$ cat config.mk
export PLATFORM = sky130hd
export DESIGN_NAME = pscc_regs
export DESIGN_NICKNAME = d
export VERILOG_FILES = /design/src/rtl/pscc_pkg.sv /design/src/rtl/pscc_regs.sv /design/src/rtl/pscc_err_count.sv /design/src/rtl/pscc_xo_decode.sv
export SDC_FILE = /design/constraint.sdc
export NUM_CORES = 1
export LEC_CHECK = 0
export BUFFER_PORTS_ARGS = -buffer_cell sky130_fd_sc_hd__buf_2
export CAP_MARGIN = 10
export CELL_PAD_IN_SITES_DETAIL_PLACEMENT = 0
export CELL_PAD_IN_SITES_GLOBAL_PLACEMENT = 1
export CORE_MARGIN = 10
export CORE_UTILIZATION = 34
export CTS_CLUSTER_DIAMETER = 40
export CTS_CLUSTER_SIZE = 14
export DETAILED_ROUTE_END_ITERATION = 12
export HOLD_SLACK_MARGIN = 0.15
export PLACE_DENSITY_LB_ADDON = 0.1
export SLEW_MARGIN = 25
export SYNTH_ARGS = -nofsm -noshare
export SYNTH_HDL_FRONTEND = slang
export SYNTH_SLANG_ARGS = --single-unit
$ cat constraint.sdc
create_clock -name clk -period 2.1 [get_ports clk]
set_input_delay 0 -clock clk [delete_from_list [all_inputs] [get_ports clk]]
set_output_delay 0 -clock clk [all_outputs]
set_load 0.1 [all_outputs]
$ cat src/rtl/pscc_pkg.sv
// constants, field layout and carrier types of the symbol error / crossover register pair
// assumes one clock, synchronous active-low reset, plain register port with 16-bit data
//
// Behaviour
// (RULE1) count invalid 100TX symbols, idle included
// (RULE2) at most one count per packet
// (RULE3) counter wraps to zero past maximum
// (RULE4) counter resets zero, read-only, read-safe
// (RULE5) no counting in 10BASE-T mode
// (RULE6) override select: straps or register bits
// (RULE7) register bits decode: manual, crossover, auto; auto_en with man_state set decodes to PSCC_XO_RESERVED here
// (RULE8) straps decode: auto strap wins, manual
// (RULE9) latched auto strap readable in config
// (RULE10) software avoids auto crossover in fiber
// (RULE11) heartbeat disable bit defaults zero
// (RULE12) far-end fault enable gates generate/detect
// (RULE13) far-end fault enable resets one in fiber
// (RULE14) persistent bits survive per-PHY soft reset
// (RULE15) reserved bits read zero, ignore writes
package pscc_pkg;

  // ==========================================================
  // register map
  localparam logic [4:0]  PSCC_SYM_ERR_IDX  = 5'h1A;
  localparam logic [4:0]  PSCC_SPEC_CTL_IDX = 5'h1B;
  localparam logic [4:0]  PSCC_HARDWARE_CONFIG_IDX   = 5'h1F;
  localparam logic [15:0] PSCC_CNT_RESET    = 16'h0000;

  // ==========================================================
  // field positions
  localparam int PSCC_OVR_SEL_BIT   = 15;
  localparam int PSCC_AUTO_EN_BIT   = 14;
  localparam int PSCC_MAN_STATE_BIT = 13;
  localparam int PSCC_HB_DIS_BIT    = 11;
  localparam int PSCC_FEF_EN_BIT    = 5;
  localparam int PSCC_STRAP_RB_BIT  = 0;
  localparam logic [15:0] PSCC_SPEC_WMASK = 16'hE820;

  // ==========================================================
  // crossover modes
  typedef enum logic [1:0] {
    PSCC_XO_MANUAL_STRAIGHT = 2'b00,
    PSCC_XO_MANUAL_CROSS    = 2'b01,
    PSCC_XO_AUTO            = 2'b10,
    PSCC_XO_RESERVED        = 2'b11
  } pscc_xo_mode_t;

  typedef struct packed {
    logic        valid;
    logic        symbol_err;
    logic        in_packet;
  } pscc_rx_t;

  typedef struct packed {
    logic        auto_strap;
    logic        manual_strap;
    logic        fiber_mode;
  } pscc_strap_t;

  typedef struct packed {
    logic [4:0]  addr;
    logic [15:0] wdata;
    logic        wr;
    logic        rd;
  } pscc_bus_t;

endpackage : pscc_pkg

$ cat src/rtl/pscc_regs.sv
// top: symbol error counter and special control register for one port
// assumes straps are stable while reset is low and caught at the first edge after release
//
// The implementer's own choice: strobed register access.
`timescale 1ns/10ps
module pscc_regs
  import pscc_pkg::*;
(
  input  wire logic          clk,
  input  wire logic          rst_n,
  input  wire logic          soft_rst,
  input  wire pscc_bus_t     bus,
  input  wire pscc_rx_t      rx,
  input  wire logic          ten_mode,
  input  wire pscc_strap_t   strap,
  output logic [15:0]        rdata,
  output pscc_xo_mode_t      xo_mode,
  output logic               heartbeat_test_disable,
  output logic               far_end_fault_gen,
  output logic               far_end_fault_detect_en,
  output logic               auto_crossover_strap_readback
);

  typedef struct packed {
    logic          strap_pend;
    logic          auto_strap;
    logic          manual_strap;
    logic          fiber;
    logic          ovr_sel;
    logic          auto_en;
    logic          man_state;
    logic          hb_dis;
    logic          fef_en;
    logic [15:0]   rdata;
    pscc_xo_mode_t xo;
  } pscc_state_t;

  pscc_state_t   st_reg;
  pscc_state_t   st_next;
  logic [15:0]   cnt;
  logic [15:0]   spec_rd;
  pscc_xo_mode_t xo_dec;

  // ==========================================================
  // submodules
  pscc_err_count #(
    .WIDTH (16)
  ) u_cnt (
    .clk      (clk),
    .rst_n    (rst_n),
    .rx       (rx),
    .ten_mode (ten_mode),
    .count    (cnt)
  );

  pscc_xo_decode u_xo (
    .ovr_sel      (st_reg.ovr_sel),
    .auto_en      (st_reg.auto_en),
    .man_state    (st_reg.man_state),
    .auto_strap   (st_reg.auto_strap),
    .manual_strap (st_reg.manual_strap),
    .mode         (xo_dec)
  );

  // ==========================================================
  // read view
  always_comb begin
    spec_rd                     = 16'h0000;                           // RULE15
    spec_rd[PSCC_OVR_SEL_BIT]   = st_reg.ovr_sel;
    spec_rd[PSCC_AUTO_EN_BIT]   = st_reg.auto_en;
    spec_rd[PSCC_MAN_STATE_BIT] = st_reg.man_state;
    spec_rd[PSCC_HB_DIS_BIT]    = st_reg.hb_dis;
    spec_rd[PSCC_FEF_EN_BIT]    = st_reg.fef_en;
  end

  // ==========================================================
  // next state
  always_comb begin
    st_next = st_reg;
    st_next.xo = xo_dec;
    st_next.rdata = 16'h0000;
    // straps caught one edge after reset release, never under reset
    if (st_reg.strap_pend) begin
      st_next.strap_pend   = 1'b0;
      st_next.auto_strap   = strap.auto_strap;                        // RULE9
      st_next.manual_strap = strap.manual_strap;
      st_next.fiber        = strap.fiber_mode;
      st_next.fef_en       = strap.fiber_mode;                        // RULE13
    end
    // soft reset spares the persistent bits
    if (soft_rst) begin
      st_next.ovr_sel = 1'b0;                                         // RULE14
      // next-state fiber, so a soft reset at the strap edge still sees the strap
      st_next.fef_en  = st_next.fiber;                                // RULE13
    end else if (bus.wr && bus.addr == PSCC_SPEC_CTL_IDX) begin
      st_next.ovr_sel   = bus.wdata[PSCC_OVR_SEL_BIT];                // RULE6
      st_next.auto_en   = bus.wdata[PSCC_AUTO_EN_BIT];
      st_next.man_state = bus.wdata[PSCC_MAN_STATE_BIT];
      st_next.hb_dis    = bus.wdata[PSCC_HB_DIS_BIT];                 // RULE11
      st_next.fef_en    = bus.wdata[PSCC_FEF_EN_BIT];                 // RULE12
    end
    if (bus.rd) begin
      case (bus.addr)
        PSCC_SYM_ERR_IDX:  st_next.rdata = cnt;                       // RULE4
        PSCC_SPEC_CTL_IDX: st_next.rdata = spec_rd;
        PSCC_HARDWARE_CONFIG_IDX:   st_next.rdata = {15'h0000, st_reg.auto_strap}; // RULE9
        default:           st_next.rdata = 16'h0000;
      endcase
    end
  end

  always_ff @(posedge clk) begin
    if (!rst_n) begin
      st_reg            <= '0;
      st_reg.strap_pend <= 1'b1;
      st_reg.hb_dis     <= 1'b0;                                      // RULE11
      st_reg.xo         <= PSCC_XO_MANUAL_STRAIGHT;
    end else begin
      st_reg <= st_next;
    end
  end

  // ==========================================================
  // outputs
  assign rdata                         = st_reg.rdata;
  assign xo_mode                       = st_reg.xo;
  assign heartbeat_test_disable        = st_reg.hb_dis;
  assign far_end_fault_gen             = st_reg.fef_en;               // RULE12
  assign far_end_fault_detect_en       = st_reg.fef_en;               // RULE12
  assign auto_crossover_strap_readback = st_reg.auto_strap;

  // ==========================================================
  // checks
  ovr_follow_a: assert property (@(posedge clk) disable iff (!rst_n)
    (st_reg.ovr_sel && !st_reg.auto_en && st_reg.man_state)
      |=> xo_mode == PSCC_XO_MANUAL_CROSS) // RULE7
    else $error("override crossover not applied");
  strap_auto_a: assert property (@(posedge clk) disable iff (!rst_n)
    (!st_reg.ovr_sel && st_reg.auto_strap && !st_reg.strap_pend)
      |=> xo_mode == PSCC_XO_AUTO) // RULE8
    else $error("auto strap ignored");
  sel_default_a: assert property (@(posedge clk)
    !rst_n |=> !st_reg.ovr_sel && !st_reg.hb_dis) // RULE6
    else $error("control defaults wrong");
  soft_keep_a: assert property (@(posedge clk) disable iff (!rst_n)
    soft_rst |=> $stable(st_reg.hb_dis) && $stable(st_reg.auto_en)) // RULE14
    else $error("persistent bit lost on soft reset");
  fef_fiber_a: assert property (@(posedge clk) disable iff (!rst_n)
    (st_reg.strap_pend && strap.fiber_mode && !(bus.wr && bus.addr == PSCC_SPEC_CTL_IDX))
      |=> far_end_fault_gen) // RULE13
    else $error("fiber far-end fault default missing");
  rsvd_zero_a: assert property (@(posedge clk) disable iff (!rst_n)
    (bus.rd && bus.addr == PSCC_SPEC_CTL_IDX) |=> (rdata & ~PSCC_SPEC_WMASK) == 16'h0000) // RULE15
    else $error("reserved bits not zero");
  cnt_read_a: assert property (@(posedge clk) disable iff (!rst_n)
    (bus.rd && bus.addr == PSCC_SYM_ERR_IDX) |=> rdata == $past(cnt)) // RULE4
    else $error("counter read wrong");
  hb_write_a: assert property (@(posedge clk) disable iff (!rst_n)
    (bus.wr && !soft_rst && bus.addr == PSCC_SPEC_CTL_IDX)
      |=> heartbeat_test_disable == $past(bus.wdata[PSCC_HB_DIS_BIT])) // RULE11
    else $error("heartbeat disable write lost");

endmodule : pscc_regs

$ cat src/rtl/pscc_err_count.sv
// symbol error counter with once-per-packet limiting
// assumes decoder flags are synchronous to clk
`timescale 1ns/10ps
module pscc_err_count
  import pscc_pkg::*;
#(
  parameter int WIDTH = 16
) (
  input  wire logic             clk,
  input  wire logic             rst_n,
  input  wire pscc_rx_t         rx,
  input  wire logic             ten_mode,
  output logic [WIDTH-1:0]      count
);

  // the increment builds a WIDTH-1 zero replication, so one bit cannot work
  if (WIDTH < 2) begin : g_width_check
    $error("counter width below two bits");
  end

  typedef struct packed {
    logic [WIDTH-1:0] cnt;
    logic             pkt_hit;
  } pscc_cnt_state_t;

  pscc_cnt_state_t st_reg;
  pscc_cnt_state_t st_next;
  logic            hit;

  // ==========================================================
  // counting
  always_comb begin
    st_next = st_reg;
    hit     = rx.valid && rx.symbol_err && !ten_mode;                 // RULE1 RULE5
    if (hit && !(rx.in_packet && st_reg.pkt_hit)) begin               // RULE2
      st_next.cnt = st_reg.cnt + {{(WIDTH-1){1'b0}}, 1'b1};           // RULE3
    end
    if (!rx.in_packet) begin
      st_next.pkt_hit = 1'b0;
    end else if (hit) begin
      st_next.pkt_hit = 1'b1;                                         // RULE2
    end
  end

  always_ff @(posedge clk) begin
    if (!rst_n) begin
      st_reg <= '0;                                                   // RULE4
    end else begin
      st_reg <= st_next;
    end
  end

  assign count = st_reg.cnt;

  // ==========================================================
  // checks
  count_step_a: assert property (@(posedge clk) disable iff (!rst_n)
    st_reg.cnt != $past(st_reg.cnt) |-> st_reg.cnt == $past(st_reg.cnt) + 1'b1) // RULE3
    else $error("counter moved by other than one");
  ten_hold_a: assert property (@(posedge clk) disable iff (!rst_n)
    ten_mode |=> $stable(st_reg.cnt)) // RULE5
    else $error("counter moved in 10BASE-T");
  pkt_once_a: assert property (@(posedge clk) disable iff (!rst_n)
    (rx.in_packet && st_reg.pkt_hit) |=> $stable(st_reg.cnt)) // RULE2
    else $error("second count within one packet");
  idle_count_a: assert property (@(posedge clk) disable iff (!rst_n)
    (rx.valid && rx.symbol_err && !ten_mode && !rx.in_packet)
      |=> st_reg.cnt == $past(st_reg.cnt) + 1'b1) // RULE1
    else $error("idle symbol error not counted");

endmodule : pscc_err_count

$ cat src/rtl/pscc_xo_decode.sv
// crossover mode selection from straps or register bits
// assumes strap levels already latched and stable
`timescale 1ns/10ps
module pscc_xo_decode
  import pscc_pkg::*;
(
  input  wire logic          ovr_sel,
  input  wire logic          auto_en,
  input  wire logic          man_state,
  input  wire logic          auto_strap,
  input  wire logic          manual_strap,
  output pscc_xo_mode_t      mode
);

  always_comb begin
    if (ovr_sel) begin
      mode = pscc_xo_mode_t'({auto_en, man_state});                  // RULE6 RULE7
    end else if (auto_strap) begin
      mode = PSCC_XO_AUTO;                                            // RULE8
    end else begin
      mode = manual_strap ? PSCC_XO_MANUAL_CROSS : PSCC_XO_MANUAL_STRAIGHT; // RULE8
    end
  end

endmodule : pscc_xo_decode

==> flow_metrics.tcl, run 1 <==
set metrics [dict create \
    outcome "finished clean" \
    met3_usage 0.0448 \
    final-setup-viol-count 0 \
    post-place-ws_ns 0.151 \
    drt-total-wl_um 4220 \
    synth.cells.most_frequent "dfxtp_1, nor2_1, buf_4" \
    post_detailed_placement_cell_area_um2 1980 \
    final.setup_skew_ns 0.00313 \
    count_of_yosys_warnings_during_synthesis 0 \
    synth_enable_flop_cells 0 \
    drcViolationCount 0 \
    grt-busiest-layer "met2" \
    slew_headroom 0.691 \
    chipHeight_um 93.2 \
    dpl.hpwl_um 3100 \
    met2_track_utilization_from_global_routing 0.173 \
    fin_crit_ns 1.95 \
    gp_congestion 0.705 \
    die_w_um 93.2 \
    synth.largest_area_cell "dfxtp_1" \
    gr-usage-all-layers 0.105 \
    p_leak_nw 0.937 \
    final_layout_size_suffix_gt1_frac 0.250 \
    final.setup.worst_slack_ns 0.146 \
    wire_per_inst_um 13.6 \
    upper_clock_frequency_limit_ghz 0.512 \
    layout-area-overhead-vs-synth_pct 23.4 \
    antenna_found_initial 0 \
    tritoncts.num_buffers 5 \
    critical_path_required_ns 2.32 \
    grt_first_pass_wirelength_um 7250 \
    grt-ovfl-total 0 \
    layout.area.seq_um2 881 \
    tritoncts_clock_tree "yes" \
    syn-mean-instance-area_um2 9.39 \
    max_slew.worst_pin.slew_ns 0.451 \
    synth_cell_type_count 33 \
    fp.dieArea_um2 8690 \
    crit_fanout 9 \
    finalMaxSlewViolations 0 \
    finalSetupTns_ns 0 \
    synth-seq-area-share 0.484 \
    powerDensity_nw_per_um2 681 \
    numClockSinks 44 \
    post_synth_inst_count 194 \
    floorplan.initialDensity 0.354 \
    slack_of_the_worst_reg_to_reg_path_ns 0.15 \
    report.final.hold_viol_count 0 \
    syn_nets 228 \
    post-route-cell-area_um2 2250 \
    port-buffer-count 43 \
    peak_vdd_ir_uv 295 \
    clk_root_buffer_cell "clkbuf_8" \
    synth.top_cells.by_area "dfxtp_1, buf_4, mux2i_1" \
    grtUsageMet1 0.117 \
    dominantRegCellSynth "dfxtp_1" \
    timing.hold.worst.class "in -> reg" \
    ioPinCount 55 \
    max_cap_viol_count 0 \
    synth_top_area_frac 0.484 \
    latest_clock_arrival_within_the_worst_skew_pair_ns 0.30 \
    detailedRoute.firstPassIterationCount 4 \
    crit_path_end_kind "flip-flop" \
    path_clk_slew_ns 0.08 \
    path_class "reg -> reg" \
    vias 1434 \
    first_global_vias 1521 \
    syn_area_um2 1820 \
    antenna_cells 0 \
    grt_setup_unrepaired "no" \
    critPathLaunchType "flip-flop" \
    worstPathArrival_ns 2.18 \
    multi_input_comb_area_um2 764 \
    drt-vias-per-instance 4.63 \
    maximum_number_of_pins_on_one_net_before_global_route_repair 20 \
    core.rowCount 26 \
    nFillCells 546 \
    post-synth-top-count-cell "dfxtp_1" \
    drt.antenna.violating_nets 0 \
    synth-seq-cells 44 \
    async_reset_ff_frac 0 \
    htree_num_levels 2 \
    core_region_area_um2 5140 \
    final_nets 273 \
    drt-initial-drc-count 51 \
    cts_max_path_buffers 2 \
    ratio_of_final_minimum_period_to_clock_period 0.930 \
]
routing by layer:
metal	routed length (um)	part of all wire	vias to the layer above
met1	1960	0.46	650
met5	0	0	-
met4	59	0.014	0
li1	-	-	743
met2	1950	0.46	34
met3	252	0.060	7
stage by stage:
step	power (mW)	std cells	utilization	hold slack (ns)
after global routing	1.60	310	0.437	0.203
after detailed placement	0.987	285	0.385	0.225
after global placement	0.985	285	0.385	0.220
after floorplan	0.951	194	-	0.0793
after CTS	1.55	310	0.436	0.161
final	1.53	310	0.437	0.162
worst max-delay path, cell delays in order (launching register included):
cell,delay (ns)
dfxtp_1,0.40
nand3_1,0.15
or4_1,0.67
or4_1,0.52
a21oi_1,0.15
layout make-up:
class	count	share of cell area
Inverter	4	0.00668
Clock inverter	2	0.00445
Tap cell	70	0.0390
Timing Repair Buffer	63	0.181
Sequential cell	44	0.392
Clock buffer	6	0.0367
Multi-Input combinational cell	121	0.340
kinds of logic (layout without fill, tap and decap cells):
| kind of cell | after synthesis | after routing | share of synthesized area |
|---|---|---|---|
| compound gates | 21 | 21 | 0.0659 |
| xor+xnor | 7 | 7 | 0.0337 |
| fa+ha+maj | 1 | 1 | 0.00687 |
| buf+inv | 29 | 75 | 0.0996 |
| flops | 44 | 44 | 0.484 |
| mux | 14 | 14 | 0.0769 |
| simple gates | 78 | 78 | 0.234 |
report_power, final:
| group | total (mW) | internal, mW | switching (mW) |
|---|---|---|---|
| clock | 0.544 | 0.263 | 0.281 |
| combinational | 0.135 | 0.0517 | 0.0834 |
| sequential | 0.852 | 0.843 | 0.00898 |
| total | 1.53 | 1.16 | 0.374 |
repair_timing:
item,CTS,global route
endpoints found under the setup margin,0,1
hold endpoints to repair,17,0
setup buffers,0,0
hold buffers,17,0
gates resized for setup,0,1
placed cells by master, fill, tap and decap left out, drive strengths merged, types with 2 or more instances in the layout:
| cell | count |
|---|---|
| nor2 | 22 |
| a21oi | 10 |
| nand4 | 3 |
| or4 | 3 |
| dfxtp | 44 |
| mux2i | 14 |
| or3 | 8 |
| dlygate4sd3 | 17 |
| inv | 3 |
| clkinv | 3 |
| buf | 46 |
| xnor2 | 5 |
| nor2b | 2 |
| and2 | 9 |
| a2111oi | 2 |
| o21ai | 7 |
| nand3 | 7 |
| nand2 | 9 |
| clkbuf | 6 |
| nor4 | 6 |
| nor3 | 4 |
| xor2 | 2 |
worst paths after layout:
check                                  endpoint  cells past startpoint           start
worst max-delay path            u_cnt.count[15]                      4  u_cnt.count[0]
worst min-delay path             u_cnt.count[2]                      5           rx[0]
worst max register to register  u_cnt.count[15]                      4  u_cnt.count[0]
worst min register to register       st_reg[24]                      2      st_reg[24]
Note: power is estimated with default switching activity, not from simulation.
==> run 2: changes to the inputs <==
ABC_AREA = 1   (was not set)
SKIP_LAST_GASP = 1   (was not set)
==> run 2 against run 1 <==
  * Highest routed layer unchanged
  * Largest power group unchanged
  * Power increased by 2.7%
  * Fmax increased by 9.3%
  * Non-clock buffer count increased by 4
  * Clock power increased by 0.9%
  * Flip-flop and latch count unchanged
  * Worst setup slack improved by 0.17 ns
==> flow_metrics.tcl, run 2 <==
set metrics [dict create \
    critical_path_required_ns 2.33 \
    crit_fanout 21 \
    drt-total-wl_um 4610 \
    fin_crit_ns 1.79 \
    detailedRoute.firstPassIterationCount 3 \
    max_slew.worst_pin.slew_ns 0.699 \
    final.setup_skew_ns 0.00713 \
    tritoncts.num_buffers 5 \
    synth-seq-area-share 0.445 \
    clkPwrFrac 0.349 \
    layout-area-overhead-vs-synth_pct 23.8 \
    post-synth-top-count-cell "dfxtp_1" \
    drt.antenna.violating_nets 0 \
    htree_num_levels 2 \
    finalMaxSlewViolations 0 \
    max_cap_viol_count 0 \
    chipHeight_um 96.3 \
    gr-usage-all-layers 0.107 \
    clk_root_buffer_cell "clkbuf_8" \
    post-place-ws_ns 0.700 \
    gp_congestion 0.766 \
    core_region_area_um2 5570 \
    path_clk_slew_ns 0.08 \
    multi_input_comb_area_um2 835 \
    post_detailed_placement_cell_area_um2 2130 \
    port-buffer-count 43 \
    finalSetupTns_ns 0 \
    synth.largest_area_cell "dfxtp_1" \
    crit_path_end_kind "flip-flop" \
    swShare 0.253 \
    antenna_cells 0 \
    worst_path_most_repeated_cell "dlygate4sd3_1" \
    count_of_yosys_warnings_during_synthesis 0 \
    grt_first_pass_wirelength_um 7920 \
    wire_per_inst_um 12.3 \
    power_share_of_the_combinational_group 0.108 \
    drcViolationCount 0 \
    crit_path_max_incr_delay_ns 0.56 \
    critical_path_buf_inv_count 4 \
    maximum_number_of_pins_on_one_net_before_global_route_repair 22 \
    critPathLaunchType "primary input" \
    async_reset_ff_frac 0 \
    critical_path.cell_chain "dlygate4sd3_1 > clkbuf_4 > clkinvlp_4 > nor2_1 > o21ai_0 > dlygate4sd3_1 > a21oi_1" \
    outcome "finished clean" \
    ratio_of_final_minimum_period_to_clock_period 0.852 \
    fp.dieArea_um2 9280 \
    syn_area_um2 1980 \
    nFillCells 613 \
    numClockSinks 44 \
    layout_common_cells "dfxtp_1, buf_2, nand2_1" \
    floorplan.initialDensity 0.355 \
    worst_path_max_delay_cell "dlygate4sd3_1" \
    grt_setup_unrepaired "no" \
    vias 1650 \
    synth-seq-cells 44 \
    p_switching_uw 398 \
    syn-mean-instance-area_um2 7.92 \
    worstPathArrival_ns 2.02 \
    final.setup.worst_slack_ns 0.312 \
    timing.hold.ws_ns 0.151 \
    peak_vdd_ir_uv 257 \
    grt-ovfl-total 0 \
    final_layout_size_suffix_gt1_frac 0.262 \
    final_common_cell "dfxtp_1" \
    final_nets 335 \
    report.final.hold_viol_count 0 \
    post-route-cell-area_um2 2450 \
    die_w_um 96.3 \
    cp_top_family "buffers and inverters" \
    first_global_vias 1712 \
    drt-initial-drc-count 42 \
    drt-vias-per-instance 4.41 \
    layout.area.seq_um2 881 \
    final-setup-viol-count 0 \
    synth_enable_flop_cells 0 \
    synth_cell_type_count 31 \
    post_synth_inst_count 250 \
    latest_clock_arrival_within_the_worst_skew_pair_ns 0.29 \
    synth.top_cells.by_area "dfxtp_1, nand2_1, buf_4" \
    antenna_found_initial 0 \
    power.internal_mw 1.17 \
    synth_top_area_frac 0.445 \
    syn_nets 284 \
    core.rowCount 27 \
    upper_clock_frequency_limit_ghz 0.559 \
    dpl.hpwl_um 3420 \
    ioPinCount 55 \
    seq_power_share 0.543 \
    powerDensity_nw_per_um2 641 \
    p_leak_nw 1.06 \
    cts_max_path_buffers 2 \
    synth.cells.most_frequent "dfxtp_1, nand2_1, nor2_1" \
    dominantRegCellSynth "dfxtp_1" \
    path_class "in -> reg" \
    tritoncts_clock_tree "yes" \
    timing.hold.worst.class "in -> reg" \
    slew_headroom 0.533 \
]
run 2: per-layer routing:
layer / up-vias / track usage / wire length (um)
li1: 887 / - / -
met3: 6 / 0.0397 / 296
met5: - / 0 / 0
met2: 33 / 0.160 / 2000
met4: 0 / 0.0327 / 45
met1: 724 / 0.139 / 2270
run 2: kinds of logic (layout without fill, tap and decap cells):
group | count (synthesis) | count (layout) | synth area share
compound gates | 38 | 38 | 0.109
buf+inv | 49 | 101 | 0.134
fa+ha+maj | 1 | 1 | 0.00632
flops | 44 | 44 | 0.445
simple gates | 118 | 118 | 0.306
run 2: per-stage QoR:
stage | power, mW | cells | utilization
2_1_floorplan | 0.976 | 250 | -
3_3_place_gp | 1.01 | 343 | 0.381
3_5_place_dp | 1.01 | 343 | 0.381
4_1_cts | 1.59 | 374 | 0.439
5_1_grt | 1.64 | 374 | 0.440
6_report | 1.57 | 374 | 0.440
run 2: timing repair:
action | 4_1_cts | 5_1_grt
gates resized for setup | 0 | 2
hold buffers | 23 | 0
setup buffers | 0 | 0
hold endpoints to repair | 23 | 0
setup endpoints to repair | 0 | 1
run 2: path summary, 6_finish.rpt:
path,to,slack [ns],cells past startpoint,from
min reg2reg,st_reg[23],0.48,2,st_reg[23]
min,u_cnt.count[2],0.15,5,rx[2]
max reg2reg,far_end_fault_detect_en,0.61,6,st_reg[26]
max,spec_rd[15],0.31,7,rst_n
run 2: power groups by stage:
stage | clock (mW) | combinational [mW] | sequential, mW
after floorplan | 0 | 0.0826 | 0.893
after global placement | 0 | 0.142 | 0.873
after detailed placement | 0 | 0.142 | 0.873
after CTS | 0.570 | 0.170 | 0.853
after global routing | 0.596 | 0.187 | 0.855
final | 0.549 | 0.170 | 0.853
run 2: layout make-up:
type	count	share of cell area
repair buffers	67	0.186
clock buffers	8	0.0367
multi-input cells	157	0.340
inverters	26	0.0413
flip-flops and latches	44	0.359
well taps	72	0.0367
run 2: worst reg2reg max path: cells and delay by family (launching register included):
family | cells | cell delay (ns)
and+or+nand+nor | 1 | 0.06
AOI/OAI and AO/OA | 3 | 0.29
buffers and inverters | 2 | 0.66
DFF | 1 | 0.37
==> run 3: changes to the inputs <==
--- a/config.mk
+++ b/config.mk
@@ -18,4 +18,5 @@
 export HOLD_SLACK_MARGIN = 0.15
 export PLACE_DENSITY_LB_ADDON = 0.1
+export SKIP_CTS_REPAIR_TIMING = 1
 export SKIP_LAST_GASP = 1
 export SLEW_MARGIN = 25
==> constraint.sdc (replaced) <==
create_clock -name clk -period 1.9 [get_ports clk]
set_input_delay 0.285 -clock clk [delete_from_list [all_inputs] [get_ports clk]]
set_output_delay 0.285 -clock clk [all_outputs]
set_load 0.1 [all_outputs]
==> run 3 against run 2 <==
  * Register-to-register slack got worse by 0.13 ns
  * Clock-buffer cell count decreased by 2
  * Design area decreased by 8.6%
  * Via count decreased by 4.8%
  * Die area unchanged
  * First-iteration DRC count decreased by 7.1%
  * Largest power group unchanged
  * Final cell count decreased by 5.9%
  * Hold slack improved by 0.062 ns
  * Sequential share of layout area increased by 3.4 points
  * Flip-flop and latch count unchanged
==> flow_metrics.tcl, run 3 (same netlist as run 2, synthesis figures left out) <==
set metrics [dict create \
    slew_headroom 0.551 \
    final_layout_size_suffix_gt1_frac 0.286 \
    tritoncts_clock_tree "yes" \
    upper_clock_frequency_limit_ghz 0.692 \
    grt-ovfl-total 0 \
    drt-vias-per-instance 4.46 \
    finalMaxSlewViolations 0 \
    wire_per_inst_um 12.7 \
    fp.dieArea_um2 9280 \
    finalSetupTns_ns 0 \
    final_common_cell "dfxtp_1" \
    tritoncts.num_buffers 5 \
    min_path_cells 3 \
    first_global_vias 1582 \
    reg2regPathDepth 8 \
    final-setup-viol-count 0 \
    worstPathArrival_ns 1.16 \
    timing.hold.ws_ns 0.212 \
    post-route-cell-area_um2 2240 \
    core.rowCount 27 \
    latest_clock_arrival_within_the_worst_skew_pair_ns 0.30 \
    maximum_number_of_pins_on_one_net_before_global_route_repair 20 \
    max_cap_viol_count 0 \
    worst_path_max_delay_cell "buf_2" \
    drt-initial-drc-count 39 \
    detailedRoute.firstPassIterationCount 4 \
    crit_path_max_incr_delay_ns 0.46 \
    clkPwrFrac 0.395 \
    post_detailed_placement_cell_area_um2 2130 \
    report.final.hold_viol_count 0 \
    grt_first_pass_wirelength_um 7420 \
    layout-area-overhead-vs-synth_pct 13.1 \
    cts_max_path_buffers 2 \
    vias 1571 \
    slack_of_the_worst_reg_to_reg_path_ns 0.48 \
    timing.hold.worst.class "in -> reg" \
    antenna_cells 0 \
    clk_root_buffer_cell "clkbuf_8" \
    drt-total-wl_um 4480 \
    seq_power_share 0.519 \
    cp_top_family "buffers and inverters" \
    drcViolationCount 0 \
    crit_fanout 4 \
    fin_crit_ns 1.45 \
    p_leak_nw 0.970 \
    ioPinCount 55 \
    path_class "reg -> out" \
    p_switching_uw 452 \
    final_util 0.402 \
    dpl.hpwl_um 3510 \
    htree_num_levels 2 \
    outcome "finished clean" \
    ratio_of_final_minimum_period_to_clock_period 0.761 \
    final.setup_skew_ns 0.00702 \
    critPathLaunchType "flip-flop" \
    path_clk_slew_ns 0.08 \
    peak_vdd_ir_uv 413 \
    final_nets 313 \
    floorplan.initialDensity 0.355 \
    antenna_found_initial 0 \
    die_w_um 96.3 \
    critical_path_buf_inv_count 1 \
    max_slew.worst_pin.slew_ns 0.672 \
    numClockSinks 44 \
    hold_path_end "auto_crossover_strap_readback" \
    swShare 0.249 \
    power.internal_mw 1.36 \
    critical_path.cell_chain "buf_2" \
    gp_congestion 0.755 \
    powerDensity_nw_per_um2 811 \
    grt_setup_unrepaired "no" \
    power_share_of_the_combinational_group 0.086 \
    port-buffer-count 43 \
    layout_common_cells "dfxtp_1, buf_2, nand2_1" \
    timing.rr.end "u_cnt.count[10]" \
    min-delay-start "strap[2]" \
    chipHeight_um 96.3 \
    reg2reg_from "u_cnt.count[1]" \
    critical_path_required_ns 1.62 \
    nFillCells 585 \
    crit_path_end_kind "output pin" \
    core_region_area_um2 5570 \
    drt.antenna.violating_nets 0 \
    gr-usage-all-layers 0.103 \
]
## run 3: cell types whose count changed in the layout (fill, tap and decap cells not counted), sizes merged
cell	delta
buf	+2
dlygate4sd3	-23
clkinv	+2
clkinvlp	-1
clkbuf	-3
bufinv	+1
## run 3: area by class of cell
type,count,area [um^2],area share
sequential,44,881,0.393
multi-input combinational,157,835,0.372
clock buffer,6,72.6,0.0324
tap,72,90.1,0.0402
inverter,26,97.6,0.0436
clock inverter,2,35.0,0.0156
timing repair buffer,45,230,0.103
## run 3: stage by stage
stage	worst slack, ns	cells	power [mW]
6_report	0.454	352	1.82
5_1_grt	0.332	352	1.89
4_1_cts	0.439	352	1.84
3_5_place_dp	0.485	344	1.12
3_3_place_gp	0.505	344	1.12
2_1_floorplan	0.228	250	1.08
## run 3: worst max path at each step
stage | from | end | slack, ns | depth (start not counted)
after CTS | auto_crossover_strap_readback | auto_crossover_strap_readback | 0.44 | 1
after detailed placement | u_cnt.count[1] | u_cnt.count[10] | 0.48 | 8
after global placement | u_cnt.count[1] | u_cnt.count[10] | 0.50 | 8
after floorplan | far_end_fault_detect_en | far_end_fault_gen | 0.23 | 1
final | auto_crossover_strap_readback | auto_crossover_strap_readback | 0.45 | 1
after global routing | u_cnt.count[1] | u_cnt.count[10] | 0.33 | 8
## run 3: power by group through the flow
stage,logic (mW),registers [mW],clock network (mW)
CTS,0.159,0.943,0.738
finish,0.156,0.943,0.718
global placement,0.158,0.965,0
floorplan,0.0913,0.987,0
detailed placement,0.159,0.965,0
global route,0.173,0.945,0.772
## run 3: metal layers
layer | wire (um) | GRT usage | up-vias
met1 | 2210 | 0.129 | 690
met3 | 333 | 0.0436 | 5
met4 | 67 | 0.0400 | 0
met5 | 0 | 0 | -
li1 | - | - | 845
met2 | 1870 | 0.152 | 31
